## src/stm_pkg.sv

```systemverilog
/*
 * Package for the 10-bit standard timer: register map, field positions,
 * reset values, clock-select and mode encodings.
 * Assumes an Avalon-MM slave with 32-bit words, one register per word.
 */
package stm_pkg;
    localparam int STM_CW = 10;

    // Word byte addresses
    localparam logic [4:0] STM_OFF_CTRL0 = 5'h00;
    localparam logic [4:0] STM_OFF_CTRL1 = 5'h04;
    localparam logic [4:0] STM_OFF_CNTL  = 5'h08;
    localparam logic [4:0] STM_OFF_CNTH  = 5'h0C;
    localparam logic [4:0] STM_OFF_CMPL  = 5'h10;
    localparam logic [4:0] STM_OFF_CMPH  = 5'h14;
    localparam logic [4:0] STM_OFF_FLAG  = 5'h18;

    localparam logic [7:0] STM_CTRL0_RST = 8'h00;
    localparam logic [7:0] STM_CTRL1_RST = 8'h00;
    localparam logic [9:0] STM_CMP_RST   = 10'h000;
    localparam logic [9:0] STM_CNT_MAX   = 10'h3FF;

    // Control 0 fields
    localparam int STM_B_PAUSE = 7;
    localparam int STM_B_CKHI  = 6;
    localparam int STM_B_CKLO  = 4;
    localparam int STM_B_RUN   = 3;
    localparam int STM_B_PRHI  = 2;
    // Control 1 fields
    localparam int STM_B_MDHI  = 7;
    localparam int STM_B_MDLO  = 6;
    localparam int STM_B_PFHI  = 5;
    localparam int STM_B_PFLO  = 4;
    localparam int STM_B_INIT  = 3;
    localparam int STM_B_POL   = 2;
    localparam int STM_B_DPX   = 1;
    localparam int STM_B_CCLR  = 0;

    // Clock select
    localparam logic [2:0] STM_CK_SYS4  = 3'h0;
    localparam logic [2:0] STM_CK_SYS   = 3'h1;
    localparam logic [2:0] STM_CK_H16   = 3'h2;
    localparam logic [2:0] STM_CK_H64   = 3'h3;
    localparam logic [2:0] STM_CK_SUB0  = 3'h4;
    localparam logic [2:0] STM_CK_SUB1  = 3'h5;
    localparam logic [2:0] STM_CK_EXTR  = 3'h6;
    localparam logic [2:0] STM_CK_EXTF  = 3'h7;

    // Divider counts
    localparam int STM_DIV_SYS4 = 4;
    localparam int STM_DIV_H16  = 16;
    localparam int STM_DIV_H64  = 64;

    // Operating modes
    localparam logic [1:0] STM_MD_CMP  = 2'h0;
    localparam logic [1:0] STM_MD_UND  = 2'h1;
    localparam logic [1:0] STM_MD_PWM  = 2'h2;
    localparam logic [1:0] STM_MD_TMR  = 2'h3;

    // Pin function codes
    localparam logic [1:0] STM_PF_00 = 2'h0;
    localparam logic [1:0] STM_PF_01 = 2'h1;
    localparam logic [1:0] STM_PF_10 = 2'h2;
    localparam logic [1:0] STM_PF_11 = 2'h3;
endpackage

```

## src/stm_sync.sv

```systemverilog
/*
 * Two-flop synchroniser for the external clock pin, with edge outputs
 * taken from the second and third flops.
 * Assumes pin_i is asynchronous to clk_i.
 */
`timescale 1ns/1ps
module stm_sync (
    // Clock and reset
    input  wire logic clk_i,
    input  wire logic rst_i,
    // Pin and edges
    input  wire logic pin_i,
    output logic      rise_o,
    output logic      fall_o
);
    import stm_pkg::*;

    typedef struct packed {
        logic s1;
        logic s2;
        logic s3;
    } stm_sync_st_t;

    stm_sync_st_t st;
    stm_sync_st_t next_st;

    always_comb begin
        next_st    = st;
        next_st.s1 = pin_i;
        next_st.s2 = st.s1;
        next_st.s3 = st.s2;
        if (rst_i) begin
            next_st = '0;
        end
    end

    always_ff @(posedge clk_i) begin
        st <= next_st;
    end

    // Edges seen only behind the second flop
    assign rise_o = st.s2 & ~st.s3;
    assign fall_o = ~st.s2 & st.s3;
endmodule

```

## src/stm_tick.sv

```systemverilog
/*
 * Counter tick generator: dividers and clock-source selection.
 * Assumes high and sub clock rates come as one-cycle enables on clk_i.
 */
`timescale 1ns/1ps
module stm_tick (
    // Clock and reset
    input  wire logic       clk_i,
    input  wire logic       rst_i,
    // Source enables
    input  wire logic       high_en_i,
    input  wire logic       sub_en_i,
    input  wire logic       ext_rise_i,
    input  wire logic       ext_fall_i,
    // Selection and tick
    input  wire logic [2:0] sel_i,
    output logic            tick_o
);
    import stm_pkg::*;

    typedef struct packed {
        logic [1:0] d4;
        logic [5:0] dh;
    } stm_tick_st_t;

    stm_tick_st_t st;
    stm_tick_st_t next_st;
    logic         t4;
    logic         t16;
    logic         t64;

    assign t4  = (st.d4 == 2'(STM_DIV_SYS4 - 1));
    assign t16 = high_en_i & (st.dh[3:0] == 4'(STM_DIV_H16 - 1));
    assign t64 = high_en_i & (st.dh == 6'(STM_DIV_H64 - 1));

    always_comb begin
        next_st    = st;
        next_st.d4 = st.d4 + 2'h1;
        if (high_en_i) begin
            next_st.dh = st.dh + 6'h01;
        end
        if (rst_i) begin
            next_st = '0;
        end
    end

    always_ff @(posedge clk_i) begin
        st <= next_st;
    end

    always_comb begin
        case (sel_i)
            STM_CK_SYS4: tick_o = t4;
            STM_CK_SYS:  tick_o = 1'b1;
            STM_CK_H16:  tick_o = t16;
            STM_CK_H64:  tick_o = t64;
            STM_CK_SUB0: tick_o = sub_en_i;
            STM_CK_SUB1: tick_o = sub_en_i;
            STM_CK_EXTR: tick_o = ext_rise_i;
            STM_CK_EXTF: tick_o = ext_fall_i;
            default:     tick_o = 1'b0;
        endcase
    end
endmodule

```

## src/stm_top.sv

```systemverilog
/*
 * 10-bit standard timer: counter, period and compare-A comparators,
 * output pin logic and Avalon-MM register slave.
 * Assumes one clock, synchronous reset, high/sub clock enables on clk_i.
 */
// Added by the designer: the register offsets and the Avalon-MM interface to the registers.
// Function
// - 10-bit up-counter on selected clock
// - period vs top 3 bits; A vs all
// - no counter load; run rise clears
// - overflow or selected match clears, raises event
// - pause holds counter, resumes on release
// - clock select field picks tick source
// - run off stops, counter keeps value
// - run rise restores initial pin level
// - period 0 is 1024, else N*128
// - clear select picks A or period/overflow
// - clear select ignored in PWM modes
// - mode field selects operating mode
// - compare mode: none, low, high, toggle
// - PWM mode: inactive, active, PWM, pulse
// - no change if requested equals initial
// - initial bit sets level or active sense
// - polarity bit inverts pin, not timer mode
// - duty/period select swaps PWM roles
// - counter read-only, compare-A read/write
// - timer mode leaves pin unused
// - A-clear compare mode: no period flag
// - compare A zero: overflow, no A flag
// - duty at or above period gives 100%
// - inverse pin always mirrors output pin
`timescale 1ns/1ps
module stm_top (
    // Clock and reset
    input  wire logic        clk_i,
    input  wire logic        rst_i,
    // Avalon-MM slave
    input  wire logic [4:0]  avs_address_i,
    input  wire logic        avs_read_i,
    input  wire logic        avs_write_i,
    input  wire logic [31:0] avs_writedata_i,
    input  wire logic [3:0]  avs_byteenable_i,
    output logic [31:0]      avs_readdata_o,
    output logic             avs_waitrequest_o,
    // Clock enables and pins
    input  wire logic        high_en_i,
    input  wire logic        sub_en_i,
    input  wire logic        external_clock_pin_i,
    output logic             timer_output_pin_o,
    output logic             timer_output_pin_inverse_o,
    // Match events
    output logic             compare_a_flag_o,
    output logic             period_match_flag_o
);
    import stm_pkg::*;

    typedef struct packed {
        logic [7:0]        ctrl0;
        logic [7:0]        ctrl1;
        logic [9:0]        cmp;
        logic [9:0]        cnt;
        logic              run_d;
        logic              lvl;
        logic              pulse_done;
        logic              pin;
        logic              pinb;
        logic              af;
        logic              pf;
        logic              afs;
        logic              pfs;
        logic              ack;
        logic              wreq;
        logic [31:0]       rdata;
    } stm_st_t;

    stm_st_t    st;
    stm_st_t    next_st;
    logic       ext_rise;
    logic       ext_fall;
    logic       tick;
    logic       run;
    logic       init_b;
    logic [1:0] mode;
    logic [1:0] pfn;
    logic [2:0] prd;
    logic       pwm;
    logic       ccl;
    logic       run_rise;
    logic       a_hit;
    logic       p_hit;
    logic       ovf;
    logic       clr;
    logic [9:0] nxt;
    logic [10:0] per_v;
    logic [10:0] a_ext;
    logic [10:0] period_len;
    logic [10:0] duty_len;
    logic       duty_on;
    logic       raw;
    logic       acc;
    logic [7:0] be0;

    stm_sync u_sync (
        .clk_i  (clk_i),
        .rst_i  (rst_i),
        .pin_i  (external_clock_pin_i),
        .rise_o (ext_rise),
        .fall_o (ext_fall)
    );

    stm_tick u_tick (
        .clk_i      (clk_i),
        .rst_i      (rst_i),
        .high_en_i  (high_en_i),
        .sub_en_i   (sub_en_i),
        .ext_rise_i (ext_rise),
        .ext_fall_i (ext_fall),
        .sel_i      (st.ctrl0[STM_B_CKHI:STM_B_CKLO]),
        .tick_o     (tick)
    );

    assign run      = st.ctrl0[STM_B_RUN];
    assign prd      = st.ctrl0[STM_B_PRHI:0];
    assign mode     = st.ctrl1[STM_B_MDHI:STM_B_MDLO];
    assign pfn      = st.ctrl1[STM_B_PFHI:STM_B_PFLO];
    assign init_b   = st.ctrl1[STM_B_INIT];
    assign pwm      = (mode == STM_MD_PWM);
    assign ccl      = st.ctrl1[STM_B_CCLR] & ~pwm;
    assign run_rise = run & ~st.run_d;
    assign nxt      = st.cnt + 10'h001;

    // Comparators act on the count about to be reached
    assign p_hit = (prd != 3'h0) && (nxt[9:7] == prd)
                   && (nxt[6:0] == 7'h00);
    assign ovf   = (st.cnt == STM_CNT_MAX);
    assign a_hit = (st.cmp != 10'h000) && (nxt == st.cmp);

    // PWM period and duty lengths in counter clocks
    assign per_v = (prd == 3'h0) ? 11'h400 : {1'b0, prd, 7'h00};
    assign a_ext = {1'b0, st.cmp};
    assign period_len = st.ctrl1[STM_B_DPX] ? a_ext : per_v;
    assign duty_len   = st.ctrl1[STM_B_DPX] ? per_v : a_ext;
    // Duty not below period stays active all period
    assign duty_on = (duty_len >= period_len)
                     || ({1'b0, st.cnt} < duty_len);

    always_comb begin
        clr = 1'b0;
        if (pwm) begin
            clr = st.ctrl1[STM_B_DPX] ? a_hit : (p_hit | ovf);
        end else if (ccl) begin
            clr = a_hit | ovf;
        end else begin
            clr = p_hit | ((prd == 3'h0) & ovf);
        end
    end

    assign acc = (avs_read_i | avs_write_i) & ~st.ack;
    assign be0 = {8{avs_byteenable_i[0]}};

    always_comb begin
        next_st       = st;
        next_st.run_d = run;
        next_st.afs   = 1'b0;
        next_st.pfs   = 1'b0;
        raw           = st.lvl;

        // Counter advance, pause and clear
        if (run_rise) begin
            next_st.cnt = 10'h000;
        end else if (run && !st.ctrl0[STM_B_PAUSE] && tick) begin
            next_st.cnt = clr ? 10'h000 : nxt;
            next_st.afs = a_hit;
            next_st.pfs = (p_hit | ((prd == 3'h0) & ovf)) & ~ccl;
        end

        // Output level machine
        if (run_rise) begin
            next_st.lvl        = init_b;
            next_st.pulse_done = 1'b0;
        end else if (next_st.afs && mode == STM_MD_CMP) begin
            case (pfn)
                STM_PF_00: next_st.lvl = st.lvl;
                STM_PF_01: next_st.lvl = 1'b0;
                STM_PF_10: next_st.lvl = 1'b1;
                STM_PF_11: next_st.lvl = ~st.lvl;
                default:   next_st.lvl = st.lvl;
            endcase
        end else if (pwm && pfn == STM_PF_11 && next_st.afs) begin
            next_st.pulse_done = 1'b1;
        end

        case (mode)
            STM_MD_PWM: begin
                case (pfn)
                    STM_PF_00: raw = ~init_b;
                    STM_PF_01: raw = init_b;
                    STM_PF_10: raw = duty_on ? init_b : ~init_b;
                    STM_PF_11: raw = (run && !st.pulse_done) ? init_b : ~init_b;
                    default:   raw = ~init_b;
                endcase
            end
            STM_MD_CMP: raw = st.lvl;
            default:    raw = 1'b0;
        endcase
        next_st.pin  = (mode == STM_MD_TMR) ? 1'b0
                     : raw ^ st.ctrl1[STM_B_POL];
        next_st.pinb = ~next_st.pin;
        next_st.af   = next_st.afs;
        next_st.pf   = next_st.pfs;

        // Bus slave: one wait state per access
        next_st.ack   = acc;
        next_st.wreq  = ~acc;
        next_st.rdata = 32'h0000_0000;
        if (acc && avs_read_i) begin
            case (avs_address_i)
                STM_OFF_CTRL0: next_st.rdata = {24'h0, st.ctrl0};
                STM_OFF_CTRL1: next_st.rdata = {24'h0, st.ctrl1};
                STM_OFF_CNTL:  next_st.rdata = {24'h0, st.cnt[7:0]};
                STM_OFF_CNTH:  next_st.rdata = {30'h0, st.cnt[9:8]};
                STM_OFF_CMPL:  next_st.rdata = {24'h0, st.cmp[7:0]};
                STM_OFF_CMPH:  next_st.rdata = {30'h0, st.cmp[9:8]};
                default:       next_st.rdata = 32'h0000_0000;
            endcase
        end
        if (acc && avs_write_i) begin
            case (avs_address_i)
                STM_OFF_CTRL0: next_st.ctrl0 = (avs_writedata_i[7:0] & be0)
                                             | (st.ctrl0 & ~be0);
                STM_OFF_CTRL1: next_st.ctrl1 = (avs_writedata_i[7:0] & be0)
                                             | (st.ctrl1 & ~be0);
                STM_OFF_CMPL: begin
                    if (avs_byteenable_i[0]) begin
                        next_st.cmp[7:0] = avs_writedata_i[7:0];
                    end
                end
                STM_OFF_CMPH: begin
                    if (avs_byteenable_i[0]) begin
                        next_st.cmp[9:8] = avs_writedata_i[1:0];
                    end
                end
                default: next_st.cmp = st.cmp;
            endcase
        end

        if (rst_i) begin
            next_st       = '0;
            next_st.ctrl0 = STM_CTRL0_RST;
            next_st.ctrl1 = STM_CTRL1_RST;
            next_st.cmp   = STM_CMP_RST;
            next_st.pinb  = 1'b1;
            next_st.wreq  = 1'b1;
        end
    end

    always_ff @(posedge clk_i) begin
        st <= next_st;
    end

    assign avs_readdata_o             = st.rdata;
    // Registered; high while idle, low only in the answer cycle
    assign avs_waitrequest_o          = st.wreq;
    assign timer_output_pin_o         = st.pin;
    assign timer_output_pin_inverse_o = st.pinb;
    assign compare_a_flag_o           = st.af;
    assign period_match_flag_o        = st.pf;

    AST_RUN_CLEAR: assert property (@(posedge clk_i) disable iff (rst_i)
        run_rise |=> (st.cnt == 10'h000))
        else $error("counter not cleared on run rise");
    AST_PAUSE_HOLD: assert property (@(posedge clk_i) disable iff (rst_i)
        (st.ctrl0[STM_B_PAUSE] && st.run_d && run) |=> $stable(st.cnt))
        else $error("counter moved while paused");
    AST_OFF_HOLD: assert property (@(posedge clk_i) disable iff (rst_i)
        (!run && !st.run_d) |=> $stable(st.cnt))
        else $error("counter moved while off");
    AST_INV_PIN: assert property (@(posedge clk_i) disable iff (rst_i)
        ##1 (timer_output_pin_inverse_o == ~timer_output_pin_o))
        else $error("inverse pin mismatch");
    AST_NO_PF: assert property (@(posedge clk_i) disable iff (rst_i)
        (st.ctrl1[STM_B_CCLR] && mode == STM_MD_CMP) ##1
        (st.ctrl1[STM_B_CCLR] && mode == STM_MD_CMP) |-> !st.pf)
        else $error("period flag with A clear");
    AST_A_ZERO: assert property (@(posedge clk_i) disable iff (rst_i)
        (st.cmp == 10'h000) |=> !st.afs)
        else $error("A flag with zero compare");
    AST_INIT_LVL: assert property (@(posedge clk_i) disable iff (rst_i)
        (run_rise && mode == STM_MD_CMP) |=> (st.lvl == $past(init_b)))
        else $error("initial level not restored");
    AST_CLR_A: assert property (@(posedge clk_i) disable iff (rst_i)
        (ccl && mode == STM_MD_CMP && run && st.run_d && tick
         && !st.ctrl0[STM_B_PAUSE] && a_hit) |=> (st.cnt == 10'h000))
        else $error("no clear on A match");
    AST_FULL_DUTY: assert property (@(posedge clk_i) disable iff (rst_i)
        (pwm && pfn == STM_PF_10 && duty_len >= period_len)
        |=> (st.pin == ($past(init_b) ^ $past(st.ctrl1[STM_B_POL]))))
        else $error("full duty not held");
endmodule

```

## config.mk

```make
export PLATFORM = sky130hd
export DESIGN_NAME = stm_top
export DESIGN_NICKNAME = d
export VERILOG_FILES = /design/src/stm_pkg.sv /design/src/stm_sync.sv /design/src/stm_tick.sv /design/src/stm_top.sv
export SDC_FILE = /design/constraint.sdc
export NUM_CORES = 1
export LEC_CHECK = 0
export BUFFER_PORTS_ARGS = -buffer_cell sky130_fd_sc_hd__buf_2
export CORE_MARGIN = 3
export CORE_UTILIZATION = 50
export CTS_CLUSTER_SIZE = 20
export DETAILED_ROUTE_END_ITERATION = 7
export GPL_TIMING_DRIVEN = 0
export PLACE_DENSITY = 0.79
export SLEW_MARGIN = 20
export SYNTH_ARGS = -nofsm -noshare
export SYNTH_HDL_FRONTEND = slang
export SYNTH_HIERARCHICAL = 1
export SYNTH_SLANG_ARGS = --single-unit
export TNS_END_PERCENT = 20
```

## constraint.sdc

```tcl
create_clock -name clk_i -period 2.82 [get_ports clk_i]
set_input_delay 0.423 -clock clk_i [delete_from_list [all_inputs] [get_ports clk_i]]
set_output_delay 0.423 -clock clk_i [all_outputs]
set_load 0.05 [all_outputs]
```

After elaboration in Yosys (flattened, before gate mapping) --
Index checks and enable logic that the tools add are counted. W data, S select, Z words.
Operators by class: bitwise logic cells 33, reduce and logical (&&, ||, !) cells 33, muxes and demuxes 21, order comparisons 2, add/subtract/negate cells 3, eq/ne operators 24
Operators by type and width (number):
- $pmux W8 S6 | 1
- $mux W11 | 3
- $and A8 B8 Y8 | 3
- $or A8 B8 Y8 | 2
- $not A1 Y1 | 13
- $eq A3 B3 Y1 const B | 4
- $ge A11 B11 Y1 | 1
- $logic_and A1 B1 Y1 | 11
- $lt A10 B11 Y1 | 1
- $add A10 B1 Y10 const B | 1
- $eq A10 B10 Y1 | 1
- $eq A10 B10 Y1 const B | 1
- $eq A2 B2 Y1 const B | 5
- $eq A5 B4 Y1 const B | 2
- $eq A5 B5 Y1 const B | 2
- $mux W10 | 1
- $reduce_bool A10 Y1 | 1
- $and A1 B1 Y1 | 9
- $mux W1 | 9
- $not A8 Y8 | 1
- $reduce_and A2 Y1 | 4
- $logic_not A7 Y1 | 1
- $pmux W1 S7 | 1
- $add A6 B1 Y6 const B | 1
- 25 further kinds | 37
Word-level totals: register bits after elaboration 88, input port bits 48, word-level logic and storage cells 136

Depth between registers and ports, before layout --
Gate-level depths: netlist of run 1.
depth after elaboration 12, gate-level depth with buffers 11

Cells and area by module --
The synthesis of run 1 kept the hierarchy.
By module, submodules not included:
- stm_top | sequential area each 1061.0 um^2, area each 3623.5 um^2, cells each 459, times used 1
- stm_tick | sequential area each 160.2 um^2, area each 357.8 um^2, cells each 35, times used 1
- stm_sync | sequential area each 60.1 um^2, area each 91.3 um^2, cells each 8, times used 1

Worst setup path before layout of run 1 --
OpenSTA, ideal clock, no wires.
path type reg2reg, start register (tool-made name), end register st (netlist bit timer_output_pin_inverse_o), clock period less this slack 2.925 ns, required time 2.705 ns, path slack -0.105 ns, data arrival time 2.809 ns, path buffers 2, setup time 0.115 ns, cell stages (with the launch flop) 12, path through dfxtp_1 -> clkbuf_1 -> clkbuf_1 -> nand2b_1 -> ha_1 -> a21o_1 -> a21o_1 -> a221o_1 -> a22oi_1 -> nor3_1 -> or4_1 -> and3_1
RTL lines:
- to (signal assigned) | RTL line stm_top.sv:258 | st <= next_st;
- to (decl) | RTL line stm_top.sv:76 | stm_st_t st;

==> tab_implementation.tex, run 1 <==
\begin{tabular}{lr}
\hline
Metric & Value \\
\hline
\multicolumn{2}{l}{\textbf{Final layout}} \\
\quad Commonest cells after routing, fill and taps aside & sky130\_fd\_sc\_hd\_\_nand2\_1, sky130\_fd\_sc\_hd\_\_dfxtp\_1, sky130\_fd\_sc\_hd\_\_nor2\_1 \\
\quad Reg area & 0.00128 mm² \\
\quad Final design area excluding fillers & 0.00469 mm² \\
\quad Utilization after layout & 60.1\% \\
\quad Non-filler instance count after layout & 673 \\
\quad Total inserted antenna cells & 0 \\
\quad Multi-input gate area in the final layout & 0.00251 mm² \\
\quad Growth of design area from synthesis to finish & 15.2\% \\
\quad Number of nets in the layout & 628 \\
\quad Fraction of layout cells with a size suffix above 1 & 17.7\% \\
\quad Fill cell count & 719 \\
\multicolumn{2}{l}{\textbf{Yosys}} \\
\quad Count of yosys warnings during synthesis & 6 \\
\quad Number of register bits inferred by synthesis & 64 \\
\quad Post-synth EDFFs & 0 \\
\quad Seq/Total Area, Yosys & 31.5\% \\
\quad Area share of the largest cell type after synthesis & 31.5\% \\
\quad Post-synthesis instance area & 0.00407 mm² \\
\quad Synth async-reset ratio & 0\% \\
\quad Mean instance size in the synthesized netlist & 8.11 µm² \\
\quad Primary flip-flop cell chosen by synthesis mapping & sky130\_fd\_sc\_hd\_\_dfxtp\_1 \\
\quad Syn Inst Count & 502 \\
\quad Unique cell type count in the Yosys netlist & 68 \\
\quad Top post-synthesis cells by area & sky130\_fd\_sc\_hd\_\_dfxtp\_1, sky130\_fd\_sc\_hd\_\_buf\_4, sky130\_fd\_sc\_hd\_\_nand2\_1 \\
\quad Cell type with the largest total area after synthesis & sky130\_fd\_sc\_hd\_\_dfxtp\_1 \\
\multicolumn{2}{l}{\textbf{Setup path}} \\
\quad CP arrival & 3020 ps \\
\quad WS Path Type & flop to flop \\
\quad Crit path capture type & flop \\
\quad Biggest fanout along the worst timing path & 19 \\
\quad Worst Setup Start Kind & flop \\
\quad CP required & 3080 ps \\
\multicolumn{2}{l}{\textbf{Timing}} \\
\quad Worst hold margin & 273 ps \\
\quad Final hold violation count & 0 \\
\quad Setup tns final & 0 ps \\
\quad Max transition margin & 31.4\% \\
\quad Total count of max-transition violations in the final report & 0 \\
\quad Final setup violation count & 0 \\
\quad Clock period minus final worst setup slack & 2760 ps \\
\quad Setup slack after layout & 58.5 ps \\
\quad Clock skew after layout & 13.7 ps \\
\quad Maximum clock rate & 362 MHz \\
\quad Setup repair after global routing missed its margin & yes \\
\quad Worst slew pin tran & 1020 ps \\
\quad Period utilisation layout & 97.9\% \\
\multicolumn{2}{l}{\textbf{Clock tree}} \\
\quad Number of levels in the clock H-tree & 3 \\
\quad TritonCTS sink count & 64 \\
\quad Buffers inserted during post-CTS setup optimization & 0 \\
\quad Clock transition at the registers of the reported paths & 80 ps \\
\quad Clock Root Buffer & sky130\_fd\_sc\_hd\_\_clkbuf\_8 \\
\quad CTS tree & done \\
\quad Clock insertion delay at the later pin of the skew report & 360 ps \\
\quad Clk buf depth & 2 \\
\quad Number of buffers added to fix hold violations after cts & 0 \\
\quad TritonCTS Buffers & 9 \\
\multicolumn{2}{l}{\textbf{Pwr}} \\
\quad Leak & 1.85 nW \\
\quad Internal Power & 1.48 mW \\
\quad Sequential fraction of design power & 45.4\% \\
\quad Sw power & 0.554 mW \\
\quad Clock share of power & 45.1\% \\
\quad Net Sw Frac & 27.3\% \\
\quad Maximum VDD drop & 0.000415 V \\
\quad Pwr per Cell Area & 433 mW/mm² \\
\quad Gate power share & 9.5\% \\
\quad Power Total & 2.03 mW \\
\multicolumn{2}{l}{\textbf{Routing}} \\
\quad Vias after detailed routing & 3,901 \\
\quad Detailed-router iteration count before antenna repair & 5 \\
\quad Wirelength per Cell & 16.3 µm \\
\quad Drt initial violations & 328 \\
\quad Post-route DRC & 0 \\
\quad Per-cell via count in the routed design & 5.80 \\
\quad Remaining antenna violation count & 0 \\
\quad Total length of routed wires & 10.9 mm \\
\multicolumn{2}{l}{\textbf{Die}} \\
\quad \# IOs & 85 \\
\quad Effective utilization at floorplan & 52.2\% \\
\quad Chip Height & 96.3 µm \\
\quad Cell row count & 32 \\
\quad Full die area & 0.00926 mm² \\
\quad Die span in x & 96.3 µm \\
\quad Core ar. & 0.00781 mm² \\
\multicolumn{2}{l}{\textbf{Global route}} \\
\quad Number of global-route vias before repair & 3,580 \\
\quad Maximum number of pins on one net before global-route repair & 20 \\
\quad Final global-route overflow total & 0 \\
\quad First-pass GRT wire length & 17.5 mm \\
\quad Total Routing Usage GR & 24.9\% \\
\quad Number of antenna violations at the first check in global routing & 0 \\
\multicolumn{2}{l}{\textbf{Run status}} \\
\quad Outcome & complete, no violations \\
\multicolumn{2}{l}{\textbf{Flow run}} \\
\quad Reported max-cap violation count & 0 \\
\multicolumn{2}{l}{\textbf{Place}} \\
\quad Cell area after placement & 0.00444 mm² \\
\quad \# placed instances & 658 \\
\quad Routability Congestion & 0.957 \\
\quad PortBufs & 31 \\
\quad Worst setup slack after placement & -511 ps \\
\quad Half-perimeter wire length after placement & 8.17 mm \\
\multicolumn{2}{l}{\textbf{Min path}} \\
\quad Hold crit path type & input pin to flop \\
\hline
\end{tabular}
## cell type report
| class | count | area share, % |
|---|---|---|
| flip-flops and latches | 64 | 27.4 |
| clock inverters | 7 | 2.16 |
| repair buffers | 31 | 3.31 |
| inverters | 8 | 0.640 |
| plain buffers | 59 | 7.60 |
| clock buffers | 9 | 2.64 |
| well taps | 102 | 2.72 |
| multi-input cells | 393 | 53.6 |
## critical path, cell delays in order, from the launching register on
cell and delay, ps:
sky130_fd_sc_hd__dfxtp_2 370, sky130_fd_sc_hd__clkbuf_8 210, sky130_fd_sc_hd__nand2b_1 160, sky130_fd_sc_hd__ha_1 300, sky130_fd_sc_hd__a21o_1 180, sky130_fd_sc_hd__a21o_1 170
sky130_fd_sc_hd__a221o_1 340, sky130_fd_sc_hd__a22oi_2 220, sky130_fd_sc_hd__nor3_1 90, sky130_fd_sc_hd__or4_1 490, sky130_fd_sc_hd__and3_1 160
## cells by family (layout without fill, tap and decap cells)
| kind of cell | count (synthesis) | in the layout | synth area share, % |
|---|---|---|---|
| simple gates | 222 | 222 | 28.0 |
| compound gates | 87 | 87 | 14.8 |
| buf+inv | 68 | 114 | 9.34 |
| flops | 64 | 64 | 31.5 |
| xor+xnor | 23 | 23 | 5.99 |
| mux | 23 | 23 | 6.02 |
| fa+ha+maj | 14 | 14 | 4.30 |
| other cells | 1 | 24 | 0.0921 |
## power by group through the flow
stage	combinational [mW]	clock (mW)	sequential, mW
2_1_floorplan	0.148	0	0.945
3_3_place_gp	0.186	0	0.942
3_5_place_dp	0.189	0	0.943
4_1_cts	0.189	0.929	0.921
5_1_grt	0.207	0.972	0.923
6_report	0.193	0.917	0.921
## layer usage
layer,share of wire [%],track usage (%),up-vias
li1,-,-,1869
met1,41,31.7,1793
met2,47,38.9,197
met3,8.3,7.51,42
met4,3.6,10.4,0
met5,0,0,-
## worst paths after layout
check | slack, ps | depth (start not counted) | startpoint | to
max | 60 | 10 | flop | timer_output_pin_inverse_o
min | 270 | 2 | external_clock_pin_i | u_sync/st[2]
max reg2reg | 60 | 10 | flop | timer_output_pin_inverse_o
min reg2reg | 430 | 1 | u_tick/st[6] | u_tick/st[6]
## cells in the mapped netlist (2+ instances only)
| cell | n |
|---|---|
| sky130_fd_sc_hd__nor3b_1 | 7 |
| sky130_fd_sc_hd__nand2b_1 | 12 |
| sky130_fd_sc_hd__nor3_1 | 16 |
| sky130_fd_sc_hd__or3_1 | 6 |
| sky130_fd_sc_hd__ha_1 | 14 |
| sky130_fd_sc_hd__a221oi_1 | 2 |
| sky130_fd_sc_hd__nor2b_1 | 11 |
| sky130_fd_sc_hd__o2111ai_1 | 2 |
| sky130_fd_sc_hd__o22ai_1 | 6 |
| sky130_fd_sc_hd__and4_1 | 3 |
| sky130_fd_sc_hd__a21oi_1 | 31 |
| sky130_fd_sc_hd__nor2_1 | 39 |
| sky130_fd_sc_hd__buf_4 | 32 |
| sky130_fd_sc_hd__or4_1 | 3 |
| sky130_fd_sc_hd__a222oi_1 | 6 |
| sky130_fd_sc_hd__o211ai_1 | 5 |
| sky130_fd_sc_hd__nand3b_1 | 3 |
| sky130_fd_sc_hd__buf_2 | 4 |
| sky130_fd_sc_hd__nand4b_1 | 2 |
| sky130_fd_sc_hd__nand3_1 | 29 |
| sky130_fd_sc_hd__and3_1 | 6 |
| sky130_fd_sc_hd__nor4_1 | 3 |
| sky130_fd_sc_hd__nand2_1 | 62 |
| sky130_fd_sc_hd__inv_1 | 8 |
| sky130_fd_sc_hd__o31ai_1 | 2 |
| sky130_fd_sc_hd__xnor2_1 | 12 |
| sky130_fd_sc_hd__a22oi_1 | 3 |
| sky130_fd_sc_hd__nand4_1 | 9 |
| sky130_fd_sc_hd__mux2i_1 | 20 |
| sky130_fd_sc_hd__xor2_1 | 8 |
| sky130_fd_sc_hd__clkbuf_1 | 23 |
| sky130_fd_sc_hd__dfxtp_1 | 64 |
| sky130_fd_sc_hd__o21ai_0 | 12 |
| sky130_fd_sc_hd__a21o_1 | 2 |
| sky130_fd_sc_hd__xnor3_1 | 2 |
## timing repair
item / in CTS / in global routing
endpoints found under the setup margin: 2 / 8
hold endpoints to repair: 0 / 0
pin swaps: 0 / 1
gates resized for setup: 3 / 6
No activity file was read; power rests on OpenSTA's default activity.
==> run 2: changes to the inputs <==
--- a/config.mk
+++ b/config.mk
@@ -11,7 +11,7 @@
 export CTS_CLUSTER_SIZE = 20
 export DETAILED_ROUTE_END_ITERATION = 7
 export GPL_TIMING_DRIVEN = 0
-export PLACE_DENSITY = 0.79
+export PLACE_DENSITY = 0.76
 export SLEW_MARGIN = 20
 export SYNTH_ARGS = -nofsm -noshare
 export SYNTH_HDL_FRONTEND = slang
==> constraint.sdc (replaced) <==
create_clock -name clk_i -period 3.56 [get_ports clk_i]
set_input_delay 0.534 -clock clk_i [delete_from_list [all_inputs] [get_ports clk_i]]
set_output_delay 0.534 -clock clk_i [all_outputs]
set_load 0.05 [all_outputs]
==> tab_implementation.tex, run 2 (same netlist as run 1, synthesis figures left out) <==
\begin{tabular}{lr}
\hline
Metric & Value \\
\hline
\multicolumn{2}{l}{\textbf{Setup path}} \\
\quad Slowest-stage cell, CP & sky130\_fd\_sc\_hd\_\_or4\_1 (unchanged) \\
\quad CP required & 3810 ps (was 3080 ps) \\
\quad Biggest fanout along the worst timing path & 10 (was 19) \\
\quad WS Path Type & flop to flop (unchanged) \\
\quad Most used cell, CP & sky130\_fd\_sc\_hd\_\_a21o\_1 (unchanged) \\
\quad CP arrival & 3600 ps (was 3020 ps) \\
\quad Critical path cell sequence & clkbuf\_1 > clkbuf\_2 > nand2b\_1 > ha\_1 > a21o\_1 > a21o\_1 > a221o\_1 > a22oi\_1 > nor3\_1 > or4\_1 > and3\_1 (was clkbuf\_8 > nand2b\_1 > ha\_1 > a21o\_1 > a21o\_1 > a221o\_1 > a22oi\_2 > nor3\_1 > or4\_1 > and3\_1) \\
\quad Crit path capture type & flop (unchanged) \\
\quad Max stage delay on crit path & 490 ps (about the same) \\
\quad Worst Setup Start Kind & flop (unchanged) \\
\multicolumn{2}{l}{\textbf{Timing}} \\
\quad Max transition margin & 39.3\% (was 31.4\%) \\
\quad Clock skew after layout & 14.0 ps (was 13.7 ps) \\
\quad Worst slew pin tran & 908 ps (was 1020 ps) \\
\quad Total count of max-transition violations in the final report & 0 (unchanged) \\
\quad Period utilisation layout & 94.1\% (was 97.9\%) \\
\quad Clock period minus final worst setup slack & 3350 ps (was 2760 ps) \\
\quad Setup repair after global routing missed its margin & no (was yes) \\
\quad Final hold violation count & 0 (unchanged) \\
\quad Final setup violation count & 0 (unchanged) \\
\quad Maximum clock rate & 299 MHz (was 362 MHz) \\
\quad Setup tns final & 0 ps (unchanged) \\
\quad Worst hold margin & 383 ps (was 273 ps) \\
\multicolumn{2}{l}{\textbf{Final layout}} \\
\quad Number of nets in the layout & 629 (was 628) \\
\quad Fraction of layout cells with a size suffix above 1 & 16.8\% (was 17.7\%) \\
\quad Most common library cell in the layout ignoring fill and taps & sky130\_fd\_sc\_hd\_\_dfxtp\_1 \\
\quad Total inserted antenna cells & 0 (unchanged) \\
\quad Commonest cells after routing, fill and taps aside & sky130\_fd\_sc\_hd\_\_dfxtp\_1, sky130\_fd\_sc\_hd\_\_nand2\_1, sky130\_fd\_sc\_hd\_\_nor2\_1 (was sky130\_fd\_sc\_hd\_\_nand2\_1, sky130\_fd\_sc\_hd\_\_dfxtp\_1, sky130\_fd\_sc\_hd\_\_nor2\_1) \\
\quad Growth of design area from synthesis to finish & 13.5\% (was 15.2\%) \\
\quad Final design area excluding fillers & 0.00462 mm² (was 0.00469 mm²) \\
\quad Fill cell count & 704 (was 719) \\
\multicolumn{2}{l}{\textbf{Flow run}} \\
\quad Reported max-cap violation count & 0 (unchanged) \\
\multicolumn{2}{l}{\textbf{Die}} \\
\quad Full die area & 0.00926 mm² (unchanged) \\
\quad Cell row count & 32 (unchanged) \\
\quad \# IOs & 85 (unchanged) \\
\quad Chip Height & 96.3 µm (unchanged) \\
\quad Die span in x & 96.3 µm (unchanged) \\
\quad Core ar. & 0.00781 mm² (unchanged) \\
\quad Effective utilization at floorplan & 52.2\% (unchanged) \\
\multicolumn{2}{l}{\textbf{Run status}} \\
\quad Outcome & complete, no violations (unchanged) \\
\multicolumn{2}{l}{\textbf{Global route}} \\
\quad Number of global-route vias before repair & 3,578 (was 3,580) \\
\quad Maximum number of pins on one net before global-route repair & 13 (was 20) \\
\quad Number of antenna violations at the first check in global routing & 0 (unchanged) \\
\quad Final global-route overflow total & 0 (unchanged) \\
\quad Total Routing Usage GR & 24.9\% (about the same) \\
\quad First-pass GRT wire length & 17.5 mm (about the same) \\
\multicolumn{2}{l}{\textbf{Pwr}} \\
\quad Internal Power & 1.04 mW (was 1.48 mW) \\
\quad Leak & 1.83 nW (was 1.85 nW) \\
\quad Sw power & 0.435 mW (was 0.554 mW) \\
\quad Sequential fraction of design power & 49.4\% (was 45.4\%) \\
\quad Power Total & 1.48 mW (was 2.03 mW) \\
\quad Net Sw Frac & 29.5\% (was 27.3\%) \\
\quad Clock share of power & 40.2\% (was 45.1\%) \\
\quad Pwr per Cell Area & 320 mW/mm² (was 433 mW/mm²) \\
\quad Maximum VDD drop & 0.000215 V (was 0.000415 V) \\
\quad Gate power share & 10.4\% (was 9.5\%) \\
\multicolumn{2}{l}{\textbf{Clock tree}} \\
\quad Number of levels in the clock H-tree & 3 (unchanged) \\
\quad Clk buf depth & 2 (unchanged) \\
\quad Clock transition at the registers of the reported paths & 90 ps (was 80 ps) \\
\quad Clock insertion delay at the later pin of the skew report & 360 ps (about the same) \\
\quad Buffers inserted during post-CTS setup optimization & 0 (unchanged) \\
\quad TritonCTS sink count & 64 (unchanged) \\
\quad Number of buffers added to fix hold violations after cts & 0 (unchanged) \\
\quad Clock Root Buffer & sky130\_fd\_sc\_hd\_\_clkbuf\_8 (unchanged) \\
\quad TritonCTS Buffers & 9 (unchanged) \\
\quad CTS tree & done (unchanged) \\
\quad PostCTS Resize Cnt & 0 (was 3) \\
\multicolumn{2}{l}{\textbf{Routing}} \\
\quad Vias after detailed routing & 4,019 (was 3,901) \\
\quad Wirelength per Cell & 16.4 µm (was 16.3 µm) \\
\quad Per-cell via count in the routed design & 5.96 (was 5.80) \\
\quad Drt initial violations & 411 (was 328) \\
\quad Total length of routed wires & 11.0 mm (was 10.9 mm) \\
\quad Remaining antenna violation count & 0 (unchanged) \\
\quad Post-route DRC & 0 (unchanged) \\
\quad Detailed-router iteration count before antenna repair & 6 (was 5) \\
\multicolumn{2}{l}{\textbf{Place}} \\
\quad PortBufs & 31 (unchanged) \\
\quad Cell area after placement & 0.00444 mm² (about the same) \\
\quad Half-perimeter wire length after placement & 8.20 mm (was 8.17 mm) \\
\quad Routability Congestion & 0.996 (was 0.957) \\
\multicolumn{2}{l}{\textbf{Min path}} \\
\quad Hold crit path type & input pin to flop (unchanged) \\
\hline
\end{tabular}
## run 2: changes by cell type in the layout (fill, tap and decap cells not counted), moves of 2 or more
cell                        previous run  this run
sky130_fd_sc_hd__bufinv_16             2         0
sky130_fd_sc_hd__clkinv_2              0         2
sky130_fd_sc_hd__clkinv_4              0         2
sky130_fd_sc_hd__dfxtp_1              62        64
sky130_fd_sc_hd__dfxtp_2               2         0
sky130_fd_sc_hd__inv_6                 3         1
## run 2: path summary, 6_finish.rpt
path                 from                    endpoint  slack (ps)  depth (start not counted)
max reg2reg          flop  timer_output_pin_inverse_o         210                         11
max                  flop  timer_output_pin_inverse_o         210                         11
min reg2reg  u_tick/st[6]                u_tick/st[6]         420                          1
min                 rst_i                u_sync/st[1]         380                          2
## run 2: worst max-delay path, delay by kind of cell, from the launching register on
family | cells | cell delay [ps]
AOI/OAI and AO/OA | 4 | 950
adders and majority gates | 1 | 240
buffers and inverters | 2 | 740
DFF | 1 | 430
and+or+nand+nor | 4 | 880
## run 2: cell type report
class | instances | area (µm²) | share of cell area [%]
Multi-Input combinational cell | 393 | 2500 | 54.0
Sequential cell | 64 | 1280 | 27.7
Buffer | 60 | 352 | 7.60
Timing Repair Buffer | 31 | 155 | 3.35
Clock buffer | 10 | 138 | 2.98
Tap cell | 102 | 128 | 2.76
Clock inverter | 6 | 43.8 | 0.947
Inverter | 8 | 30.0 | 0.649
## run 2: per-layer routing
| metal | part of all wire [%] | vias up | track usage [%] | routed length [µm] |
|---|---|---|---|---|
| met3 | 9.9 | 38 | 4.85 | 1090 |
| met5 | 0 | - | 0 | 0 |
| met4 | 3.9 | 0 | 13.2 | 428 |
| li1 | - | 1871 | - | - |
| met2 | 46 | 227 | 39.6 | 5130 |
| met1 | 40 | 1883 | 31.7 | 4390 |
## run 2: metrics by stage
step,worst slack (ps),utilization (%),std cells
global placement,195,56.9,658
CTS,111,59.2,674
global route,57.7,59.2,674
finish,211,59.2,674
detailed placement,138,56.9,658
floorplan,635,-,525
## run 2: power groups by stage
stage	registers, mW	clock network (mW)	logic [mW]
CTS	0.730	0.598	0.151
global placement	0.746	0	0.148
global route	0.731	0.628	0.165
finish	0.730	0.594	0.153
detailed placement	0.747	0	0.150
floorplan	0.749	0	0.117
